<file path="config.mk">
export PLATFORM = sky130hd
export DESIGN_NAME = cws_top
export DESIGN_NICKNAME = d
export VERILOG_FILES = /design/src/hw/cws_pkg.sv /design/src/hw/cws_top.sv
export SDC_FILE = /design/constraint.sdc
export NUM_CORES = 1
export LEC_CHECK = 0
export BUFFER_PORTS_ARGS = -buffer_cell sky130_fd_sc_hd__buf_4
export CORE_MARGIN = 3
export CORE_UTILIZATION = 45
export DETAILED_ROUTE_END_ITERATION = 6
export PLACE_DENSITY = 0.75
export SKIP_LAST_GASP = 1
export SYNTH_ARGS = -nofsm -noshare
export SYNTH_HDL_FRONTEND = slang
export SYNTH_SLANG_ARGS = --single-unit
</file>
<file path="constraint.sdc">
create_clock -name i_clk_sys -period 3.3 [get_ports i_clk_sys]
set_clock_uncertainty 0.05 [all_clocks]
set_input_delay 0.165 -clock i_clk_sys [delete_from_list [all_inputs] [get_ports i_clk_sys]]
set_output_delay 0.165 -clock i_clk_sys [all_outputs]
set_load 0.02 [all_outputs]
</file>
<file path="src/hw/cws_pkg.sv">
// package: register map, field layout and state types of the waveform steering/shutdown block
package cws_pkg;
   localparam int AXI_AW = 8;
   localparam int DB_W = 6;
   localparam int NLANE = 4;
   localparam int NSRC = 6;
   // ----------------------------------------------------------------
   // register byte offsets
   // ----------------------------------------------------------------
   localparam logic [AXI_AW-1:0] OFF_STEER = 8'h00;
   localparam logic [AXI_AW-1:0] OFF_SD_CTRL = 8'h04;
   localparam logic [AXI_AW-1:0] OFF_SRC_EN = 8'h08;
   localparam logic [AXI_AW-1:0] OFF_RISE_DB = 8'h0c;
   localparam logic [AXI_AW-1:0] OFF_FALL_DB = 8'h10;
   localparam logic [AXI_AW-1:0] OFF_CTRL = 8'h14;
   localparam logic [AXI_AW-1:0] OFF_POL = 8'h18;
   localparam logic [AXI_AW-1:0] OFF_IRQ_STS = 8'h1c;
   localparam logic [AXI_AW-1:0] OFF_IRQ_MASK = 8'h20;
   // ----------------------------------------------------------------
   // field positions
   // ----------------------------------------------------------------
   localparam int SD_BIT = 7;
   localparam int REN_BIT = 6;
   localparam int LVL_BD_LSB = 4;
   localparam int LVL_AC_LSB = 2;
   localparam int EN_BIT = 7;
   localparam int IN_BIT = 5;
   // ----------------------------------------------------------------
   // reset values and codes
   // ----------------------------------------------------------------
   localparam logic [1:0] LVL_RESET = 2'h1;
   localparam logic [1:0] LVL_ONE = 2'h3;
   localparam logic [1:0] LVL_ZERO = 2'h2;
   localparam logic [1:0] LVL_TRI = 2'h1;
   localparam logic [1:0] LVL_INACTIVE = 2'h0;
   localparam logic [1:0] RESP_OKAY = 2'h0;
   localparam logic [1:0] RESP_SLVERR = 2'h2;
   typedef enum logic [2:0] {
      MODE_ASYNC_STEER = 3'b000,
      MODE_SYNC_STEER = 3'b001,
      MODE_FWD_BRIDGE = 3'b010,
      MODE_REV_BRIDGE = 3'b011,
      MODE_HALF_BRIDGE = 3'b100,
      MODE_PUSH_PULL = 3'b101,
      MODE_RSVD6 = 3'b110,
      MODE_RSVD7 = 3'b111
   } cws_mode_t;
   // ----------------------------------------------------------------
   // state carriers
   // ----------------------------------------------------------------
   typedef struct packed {
      logic [NLANE-1:0] override_level;
      logic [NLANE-1:0] steer_enable;
      logic ren;
      logic [1:0] shutdown_level_bd;
      logic [1:0] shutdown_level_ac;
      logic [NSRC-1:0] src_en;
      logic [DB_W-1:0] rise_deadband_count;
      logic [DB_W-1:0] fall_deadband_count;
      logic en;
      cws_mode_t mode;
      logic [NLANE-1:0] invert_out;
      logic irq_sts;
      logic irq_mask;
   } cws_regs_t;
   typedef struct packed {
      logic awready;
      logic wready;
      logic aw_got;
      logic w_got;
      logic [AXI_AW-1:0] waddr;
      logic [7:0] wdata;
      logic wlane0;
      logic bvalid;
      logic [1:0] bresp;
      logic arready;
      logic rvalid;
      logic [7:0] rdata;
      logic [1:0] rresp;
   } cws_axi_t;
   typedef struct packed {
      cws_regs_t r;
      cws_axi_t b;
      logic shutdown;
      logic freeze;
      logic data_q;
      logic db_wave;
      logic [DB_W-1:0] rise_cnt;
      logic [DB_W-1:0] fall_cnt;
      logic [DB_W-1:0] sd_cnt;
      logic [NLANE-1:0] steer_act;
      logic [NLANE-1:0] out;
      logic [NLANE-1:0] oe;
      logic irq;
   } cws_state_t;
endpackage

</file>
<file path="src/hw/cws_top.sv">
// module: steering, auto-shutdown and dead-band stage with an axi4-lite register slave
//
// Chosen here: the AXI4-Lite interface to the registers and the placing of the registers.
`timescale 1ns/1ns
module cws_top
   import cws_pkg::*;
(
   input wire logic i_clk_sys,
   input wire logic i_reset,
   input wire logic i_data,
   input wire logic [NSRC-1:0] i_shutdown_src,
   input wire logic [AXI_AW-1:0] i_s_axi_awaddr,
   input wire logic i_s_axi_awvalid,
   output logic o_s_axi_awready,
   input wire logic [31:0] i_s_axi_wdata,
   input wire logic [3:0] i_s_axi_wstrb,
   input wire logic i_s_axi_wvalid,
   output logic o_s_axi_wready,
   output logic [1:0] o_s_axi_bresp,
   output logic o_s_axi_bvalid,
   input wire logic i_s_axi_bready,
   input wire logic [AXI_AW-1:0] i_s_axi_araddr,
   input wire logic i_s_axi_arvalid,
   output logic o_s_axi_arready,
   output logic [31:0] o_s_axi_rdata,
   output logic [1:0] o_s_axi_rresp,
   output logic o_s_axi_rvalid,
   input wire logic i_s_axi_rready,
   output logic [NLANE-1:0] o_drive_out,
   output logic [NLANE-1:0] o_drive_oe,
   output logic o_irq
);
   cws_state_t st_q;
   cws_state_t st_d;
   logic [NSRC-1:0] src_active;
   logic any_active;
   logic rise_edge;
   logic fall_edge;
   logic steer_mode;
   logic aw_hs;
   logic w_hs;
   logic ar_hs;
   logic wr_fire;
   logic sw_sd_one;
   logic sw_sd_zero;

   // ----------------------------------------------------------------
   // shared decode
   // ----------------------------------------------------------------
   assign src_active = i_shutdown_src & st_q.r.src_en;
   assign any_active = |src_active;
   assign rise_edge = i_data & ~st_q.data_q;
   assign fall_edge = ~i_data & st_q.data_q;
   assign steer_mode = (st_q.r.mode == MODE_ASYNC_STEER) || (st_q.r.mode == MODE_SYNC_STEER);
   assign aw_hs = i_s_axi_awvalid & st_q.b.awready;
   assign w_hs = i_s_axi_wvalid & st_q.b.wready;
   assign ar_hs = i_s_axi_arvalid & st_q.b.arready;
   assign wr_fire = st_q.b.aw_got & st_q.b.w_got & ~st_q.b.bvalid;
   assign sw_sd_one = wr_fire && st_q.b.wlane0 && (st_q.b.waddr == OFF_SD_CTRL)
      && st_q.b.wdata[SD_BIT];
   assign sw_sd_zero = wr_fire && st_q.b.wlane0 && (st_q.b.waddr == OFF_SD_CTRL)
      && !st_q.b.wdata[SD_BIT];

   // ----------------------------------------------------------------
   // next-state logic
   // ----------------------------------------------------------------
   always_comb
   begin
      logic [1:0] lvl;
      logic normal;
      lvl = 2'h0;
      normal = 1'b0;
      st_d = st_q;
      st_d.data_q = i_data;

      // write channel: address and data taken in either order
      if (aw_hs)
      begin
         st_d.b.aw_got = 1'b1;
         st_d.b.waddr = i_s_axi_awaddr;
      end
      if (w_hs)
      begin
         st_d.b.w_got = 1'b1;
         st_d.b.wdata = i_s_axi_wdata[7:0];
         st_d.b.wlane0 = i_s_axi_wstrb[0];
      end
      if (st_q.b.bvalid && i_s_axi_bready)
         st_d.b.bvalid = 1'b0;
      if (wr_fire)
      begin
         st_d.b.aw_got = 1'b0;
         st_d.b.w_got = 1'b0;
         st_d.b.bvalid = 1'b1;
         st_d.b.bresp = RESP_OKAY;
         unique case (st_q.b.waddr)
            OFF_STEER:
            begin
               if (st_q.b.wlane0)
               begin
                  st_d.r.override_level = st_q.b.wdata[7:4];
                  st_d.r.steer_enable = st_q.b.wdata[3:0];
               end
            end
            OFF_SD_CTRL:
            begin
               if (st_q.b.wlane0)
               begin
                  st_d.r.ren = st_q.b.wdata[REN_BIT];
                  st_d.r.shutdown_level_bd = st_q.b.wdata[LVL_BD_LSB+:2];
                  st_d.r.shutdown_level_ac = st_q.b.wdata[LVL_AC_LSB+:2];
               end
            end
            OFF_SRC_EN:
            begin
               if (st_q.b.wlane0)
                  st_d.r.src_en = st_q.b.wdata[NSRC-1:0];
            end
            OFF_RISE_DB:
            begin
               if (st_q.b.wlane0)
                  st_d.r.rise_deadband_count = st_q.b.wdata[DB_W-1:0];
            end
            OFF_FALL_DB:
            begin
               if (st_q.b.wlane0)
                  st_d.r.fall_deadband_count = st_q.b.wdata[DB_W-1:0];
            end
            OFF_CTRL:
            begin
               if (st_q.b.wlane0)
               begin
                  st_d.r.en = st_q.b.wdata[EN_BIT];
                  st_d.r.mode = cws_mode_t'(st_q.b.wdata[2:0]);
               end
            end
            OFF_POL:
            begin
               if (st_q.b.wlane0)
                  st_d.r.invert_out = st_q.b.wdata[3:0];
            end
            OFF_IRQ_STS:
            begin
               // read-to-clear only; writes have no effect
            end
            OFF_IRQ_MASK:
            begin
               if (st_q.b.wlane0)
                  st_d.r.irq_mask = st_q.b.wdata[0];
            end
            default:
               st_d.b.bresp = RESP_SLVERR;
         endcase
      end
      st_d.b.awready = ~st_d.b.aw_got & ~st_d.b.bvalid;
      st_d.b.wready = ~st_d.b.w_got & ~st_d.b.bvalid;

      // read channel: one outstanding read, answer the cycle after the address
      if (st_q.b.rvalid && i_s_axi_rready)
         st_d.b.rvalid = 1'b0;
      if (ar_hs)
      begin
         st_d.b.rvalid = 1'b1;
         st_d.b.rresp = RESP_OKAY;
         st_d.b.rdata = 8'h00;
         unique case (i_s_axi_araddr)
            OFF_STEER:
               st_d.b.rdata = {st_q.r.override_level, st_q.r.steer_enable};
            OFF_SD_CTRL:
               st_d.b.rdata = {st_q.shutdown, st_q.r.ren, st_q.r.shutdown_level_bd,
                  st_q.r.shutdown_level_ac, 2'h0};
            OFF_SRC_EN:
               st_d.b.rdata = {2'h0, st_q.r.src_en};
            OFF_RISE_DB:
               st_d.b.rdata = {2'h0, st_q.r.rise_deadband_count};
            OFF_FALL_DB:
               st_d.b.rdata = {2'h0, st_q.r.fall_deadband_count};
            OFF_CTRL:
               st_d.b.rdata = {st_q.r.en, 4'h0, st_q.r.mode};
            OFF_POL:
               st_d.b.rdata = {2'h0, st_q.data_q, 1'b0, st_q.r.invert_out};
            OFF_IRQ_STS:
            begin
               st_d.b.rdata = {7'h00, st_q.r.irq_sts};
               st_d.r.irq_sts = 1'b0;
            end
            OFF_IRQ_MASK:
               st_d.b.rdata = {7'h00, st_q.r.irq_mask};
            default:
               st_d.b.rresp = RESP_SLVERR;
         endcase
      end
      st_d.b.arready = ~st_d.b.rvalid;

      // shutdown status: a set always beats any clear in the same cycle
      if (any_active || sw_sd_one)
         st_d.shutdown = 1'b1;
      else if (sw_sd_zero)
         st_d.shutdown = 1'b0;
      else if (st_q.r.ren)
         st_d.shutdown = 1'b0;
      if (st_d.shutdown && !st_q.shutdown)
         st_d.r.irq_sts = 1'b1;

      // outputs stay frozen until a data rise after the status clears
      if (st_d.shutdown)
         st_d.freeze = 1'b1;
      else if (rise_edge)
         st_d.freeze = 1'b0;
      if (st_d.shutdown && !st_q.freeze)
         st_d.sd_cnt = st_q.r.fall_deadband_count;
      else if (st_q.sd_cnt != 6'h00)
         st_d.sd_cnt = st_q.sd_cnt - 6'h01;

      // dead-band: each counter reloads on its own edge and cancels the other
      if (st_q.rise_cnt != 6'h00)
      begin
         st_d.rise_cnt = st_q.rise_cnt - 6'h01;
         if (st_q.rise_cnt == 6'h01)
            st_d.db_wave = 1'b1;
      end
      if (st_q.fall_cnt != 6'h00)
      begin
         st_d.fall_cnt = st_q.fall_cnt - 6'h01;
         if (st_q.fall_cnt == 6'h01)
            st_d.db_wave = 1'b0;
      end
      if (rise_edge)
      begin
         st_d.fall_cnt = 6'h00;
         st_d.rise_cnt = st_q.r.rise_deadband_count;
         if (st_q.r.rise_deadband_count == 6'h00)
            st_d.db_wave = 1'b1;
      end
      if (fall_edge)
      begin
         st_d.rise_cnt = 6'h00;
         st_d.fall_cnt = st_q.r.fall_deadband_count;
         if (st_q.r.fall_deadband_count == 6'h00)
            st_d.db_wave = 1'b0;
      end

      // steering enables: immediate in async mode, taken at data rise in sync mode
      if (st_q.r.mode == MODE_ASYNC_STEER)
         st_d.steer_act = st_q.r.steer_enable;
      else if (st_q.r.mode == MODE_SYNC_STEER && rise_edge)
         st_d.steer_act = st_q.r.steer_enable;

      // per-lane output selection
      for (int i = 0; i < NLANE; i++)
      begin
         // bridge modes live in another stage; here they show the inactive level
         if (st_q.r.en && steer_mode)
            normal = st_q.steer_act[i] ? (st_q.db_wave ^ st_q.r.invert_out[i])
               : st_q.r.override_level[i];
         else
            normal = st_q.r.invert_out[i];
         lvl = (i % 2 == 0) ? st_q.r.shutdown_level_ac : st_q.r.shutdown_level_bd;
         st_d.oe[i] = 1'b1;
         if (!st_q.freeze)
            st_d.out[i] = normal;
         else
         begin
            unique case (lvl)
               LVL_ONE: st_d.out[i] = 1'b1;
               LVL_ZERO: st_d.out[i] = 1'b0;
               LVL_TRI: st_d.oe[i] = 1'b0;
               LVL_INACTIVE:
               begin
                  if (st_q.sd_cnt == 6'h00)
                     st_d.out[i] = st_q.r.invert_out[i];
               end
            endcase
         end
      end
      st_d.irq = |(st_d.r.irq_sts & st_d.r.irq_mask);
   end

   // ----------------------------------------------------------------
   // state register
   // ----------------------------------------------------------------
   always_ff @(posedge i_clk_sys)
   begin
      if (i_reset)
      begin
         st_q <= '0;
         st_q.r.shutdown_level_bd <= LVL_RESET;
         st_q.r.shutdown_level_ac <= LVL_RESET;
         st_q.b.awready <= 1'b1;
         st_q.b.wready <= 1'b1;
         st_q.b.arready <= 1'b1;
      end
      else
         st_q <= st_d;
   end

   assign o_s_axi_awready = st_q.b.awready;
   assign o_s_axi_wready = st_q.b.wready;
   assign o_s_axi_bvalid = st_q.b.bvalid;
   assign o_s_axi_bresp = st_q.b.bresp;
   assign o_s_axi_arready = st_q.b.arready;
   assign o_s_axi_rvalid = st_q.b.rvalid;
   assign o_s_axi_rdata = {24'h000000, st_q.b.rdata};
   assign o_s_axi_rresp = st_q.b.rresp;
   assign o_drive_out = st_q.out;
   assign o_drive_oe = st_q.oe;
   assign o_irq = st_q.irq;
endmodule

</file>
==> results.md <==
- Placer Congestion: 0.886
- Most frequent cells in the layout: dfxtp_1, nor2_1, buf_4
- DRT Wirelength: between 10000 and 15000 µm
- Worst Setup SP: o_s_axi_bvalid
- GR Util All Layers: about a fifth
- Pin count of the biggest net entering global routing: 60
- Final Hold Vio Count: 0
- Nets@finish: between 700 and 800
- Cell depth of the worst flop-to-flop path: 4
- CP Max Fanout: 10
- CTS root buf: clkbuf_16
- Setup crit start kind: flip-flop
- Arr. time, crit path: 2.27 ns
- Tcrit/Tclk final: 63.8%
- Worst r2r src: o_s_axi_bvalid
- Max cap viols: 0
- Vias per cell: 5.65
- Port Buffers: slightly above 60
- Core Area: 11600 µm²
- Setup TNS: 0 ns
- First-pass GRT wire length: 20300 µm
- Via count: roughly 4.5k
- Crit path capture type: flip-flop
- Top Metal Used: met4
- Leak: 2.53 nW
- Min cycle time layout: ~2.1 ns
- Syn Area/Cell: 8.73 µm²
- Iteration-0 DRC Markers: around 270
- Flop2flop setup slack: 1.19 ns
- Worst hold path type: input port to flip-flop
- FF-to-FF End: st_q[17]
- Critical Path RT: 3.46 ns
- N_diodes: 0
- Synth unique cells: 66
- Seq/Total Area, Yosys: 39.9%
- Max clock buf depth: 2
- Critical Path Sink: st_q[17]
- Initial Util: 46.7%
- DP Area: 5710 µm²
- Dpl hpwl: 9330 µm
- Power density over the cells: 566 nW/µm²
- Post-synth EDFFs: 0
- Commonest register cell after synthesis: dfxtp_1
- Rel. slew slack: 42.5%
- DRT antenna net count: 0
- Drt pass-1 iters: 5
- Grt total ovfl: 0
- CTS tree: done
- Async set-reset flop share out of synthesis: 0%
- Die width: 116 µm
- Unrepaired setup endpoints after global routing: false
- Reg clk slew, reported paths: 0.08 ns
- WL met3: ~830 µm
- Slew @ Worst Pin: ~0.86 ns
- Inserted Clock Buffers: 9
- Top cells by area, synth: dfxtp_1, mux2i_1, buf_4
- Wire per inst: roughly 16 µm
- Initial antenna violation count: 0
- Final cell count without fillers: 794
- Ports: 116
- Syn Inst Count: 621
- Largest area contributor in the netlist: dfxtp_1
- Layout cells sized above 1: 15.1%
- Most common cell after layout, fill and taps aside: dfxtp_1
- Clk Latency, worst-skew pair: approximately 0.35 ns
- Vias in the first global route: 4142
- Placed Cells: 777
- DIE AREA: roughly 13000 µm²
- Fmax: 475 MHz
- Final Instance Area: 6010 µm²
- Worst VDD drop: 0.319 mV
- Mapped Area: 5420 µm²
- Wl on met1: around 5600 µm
- Utilization after layout: 51.7%
- DR WL met2: between 6000 and 7000 µm
- Die height: 116 µm
- CTS H-tree depth: 3
- Final Setup Violations: 0
- Fin. max-slew vios: 0
- Clock sink total: 108
- Crit path cell chain: and4b_1 -> nand4_1 -> a31oi_1 -> o32ai_1
- Synth top area share: 39.9%
- Area growth syn-to-layout: 10.8%
- Status: finished clean
- Crit path max-delay cell type: a31oi_1
- Slowest stage delay, CP: 0.70 ns
- Synth warn: 0
- Kind of critical path: flip-flop to flip-flop
- Remaining DRCs: 0
- Number of synthesized register bits: 108
- Rows: 39
-- layer usage --
metal,vias to the layer above,track usage (%)
met5,-,0
met4,0,4.95
met3,14,4.65
met2,138,32.5
met1,2155,24.4
li1,2178,-
-- metrics by stage --
stage / total power [mW] / hold WS (ns) / setup slack, ns
after floorplan: 2.20 / 0.241 / 1.54
after global placement: 2.30 / 0.367 / 1.33
after global routing: 3.58 / 0.00648 / 1.04
after CTS: 3.41 / 0.00202 / 1.20
after detailed placement: 2.35 / 0.377 / 1.22
final: 3.40 / 0.0100 / 1.19
-- flip-flops by register name, indices dropped and copies added, names as in the netlist --
register	count
o_irq	1
o_s_axi_rvalid	1
o_drive_out	4
o_s_axi_rdata	8
st_q	86
o_drive_oe	2
o_s_axi_awready	1
o_s_axi_bvalid	1
o_s_axi_arready	1
o_s_axi_bresp	1
o_s_axi_wready	1
o_s_axi_rresp	1
-- worst max-delay path, delay by kind of cell (launching register included) --
kind | cells | cell delay (ns)
compound gates | 2 | 0.88
flops | 1 | 0.35
simple gates | 2 | 0.69
-- cells by family after synthesis --
group | Yosys count | synth area share (%)
buffers and inverters | 102 | 10.3
AO/OA/AOI/OAI | 120 | 14.5
other | 1 | 0.0692
multiplexers | 61 | 12.1
AND/OR/NAND/NOR | 213 | 19.9
adder cells (fa/ha/maj) | 9 | 2.08
XOR/XNOR | 7 | 1.13
flip-flops | 108 | 39.9
-- repair_timing --
item / 4_1_cts / 5_1_grt
resized for setup: 0 / 0
endpoints found under the hold margin: 1 / 0
setup buffers: 0 / 0
hold buffers: 1 / 0
-- power by group --
part / leakage (nW) / total, mW / internal (mW) / switching [mW]
clock network: 0.145 / 1.06 / 0.533 / 0.528
registers: 0.879 / 1.55 / 1.41 / 0.133
logic: 1.50 / 0.792 / 0.350 / 0.443
total: 2.53 / 3.40 / 2.30 / 1.10
-- how the worst min path moves through the flow --
stage | startpoint | endpoint | slack [ns] | depth (start not counted)
2_1_floorplan | i_reset | st_q[101] | 0.24 | 2
3_3_place_gp | i_s_axi_wstrb[0] | st_q[50] | 0.37 | 3
3_5_place_dp | i_s_axi_wdata[3] | st_q[54] | 0.38 | 3
4_1_cts | i_s_axi_wdata[4] | st_q[55] | 0.002 | 3
5_1_grt | i_s_axi_wdata[4] | st_q[55] | 0.006 | 3
6_report | i_s_axi_wdata[4] | st_q[55] | 0.01 | 3
-- Yosys cell counts, drive strengths merged (6+ instances only) --
cell / instances
a211oi: 6
a21oi: 37
a22oi: 10
a31oi: 6
and3: 8
buf: 57
clkbuf: 18
dfxtp: 108
ha: 9
inv: 27
mux2i: 53
nand2: 52
nand2b: 9
nand3: 16
nor2: 71
nor3: 17
o21ai: 24
o32ai: 8
-- cell type report --
class                   count  area (µm²)
well taps                 143         179
fillers                  1054        5610
repair buffers             64         483
clock buffers               9         225
flip-flops and latches    108        2160
clock inverters             7        62.6
multi-input cells         436        2790
inverters                  27         101
Note: power is estimated with default switching activity, not from simulation.
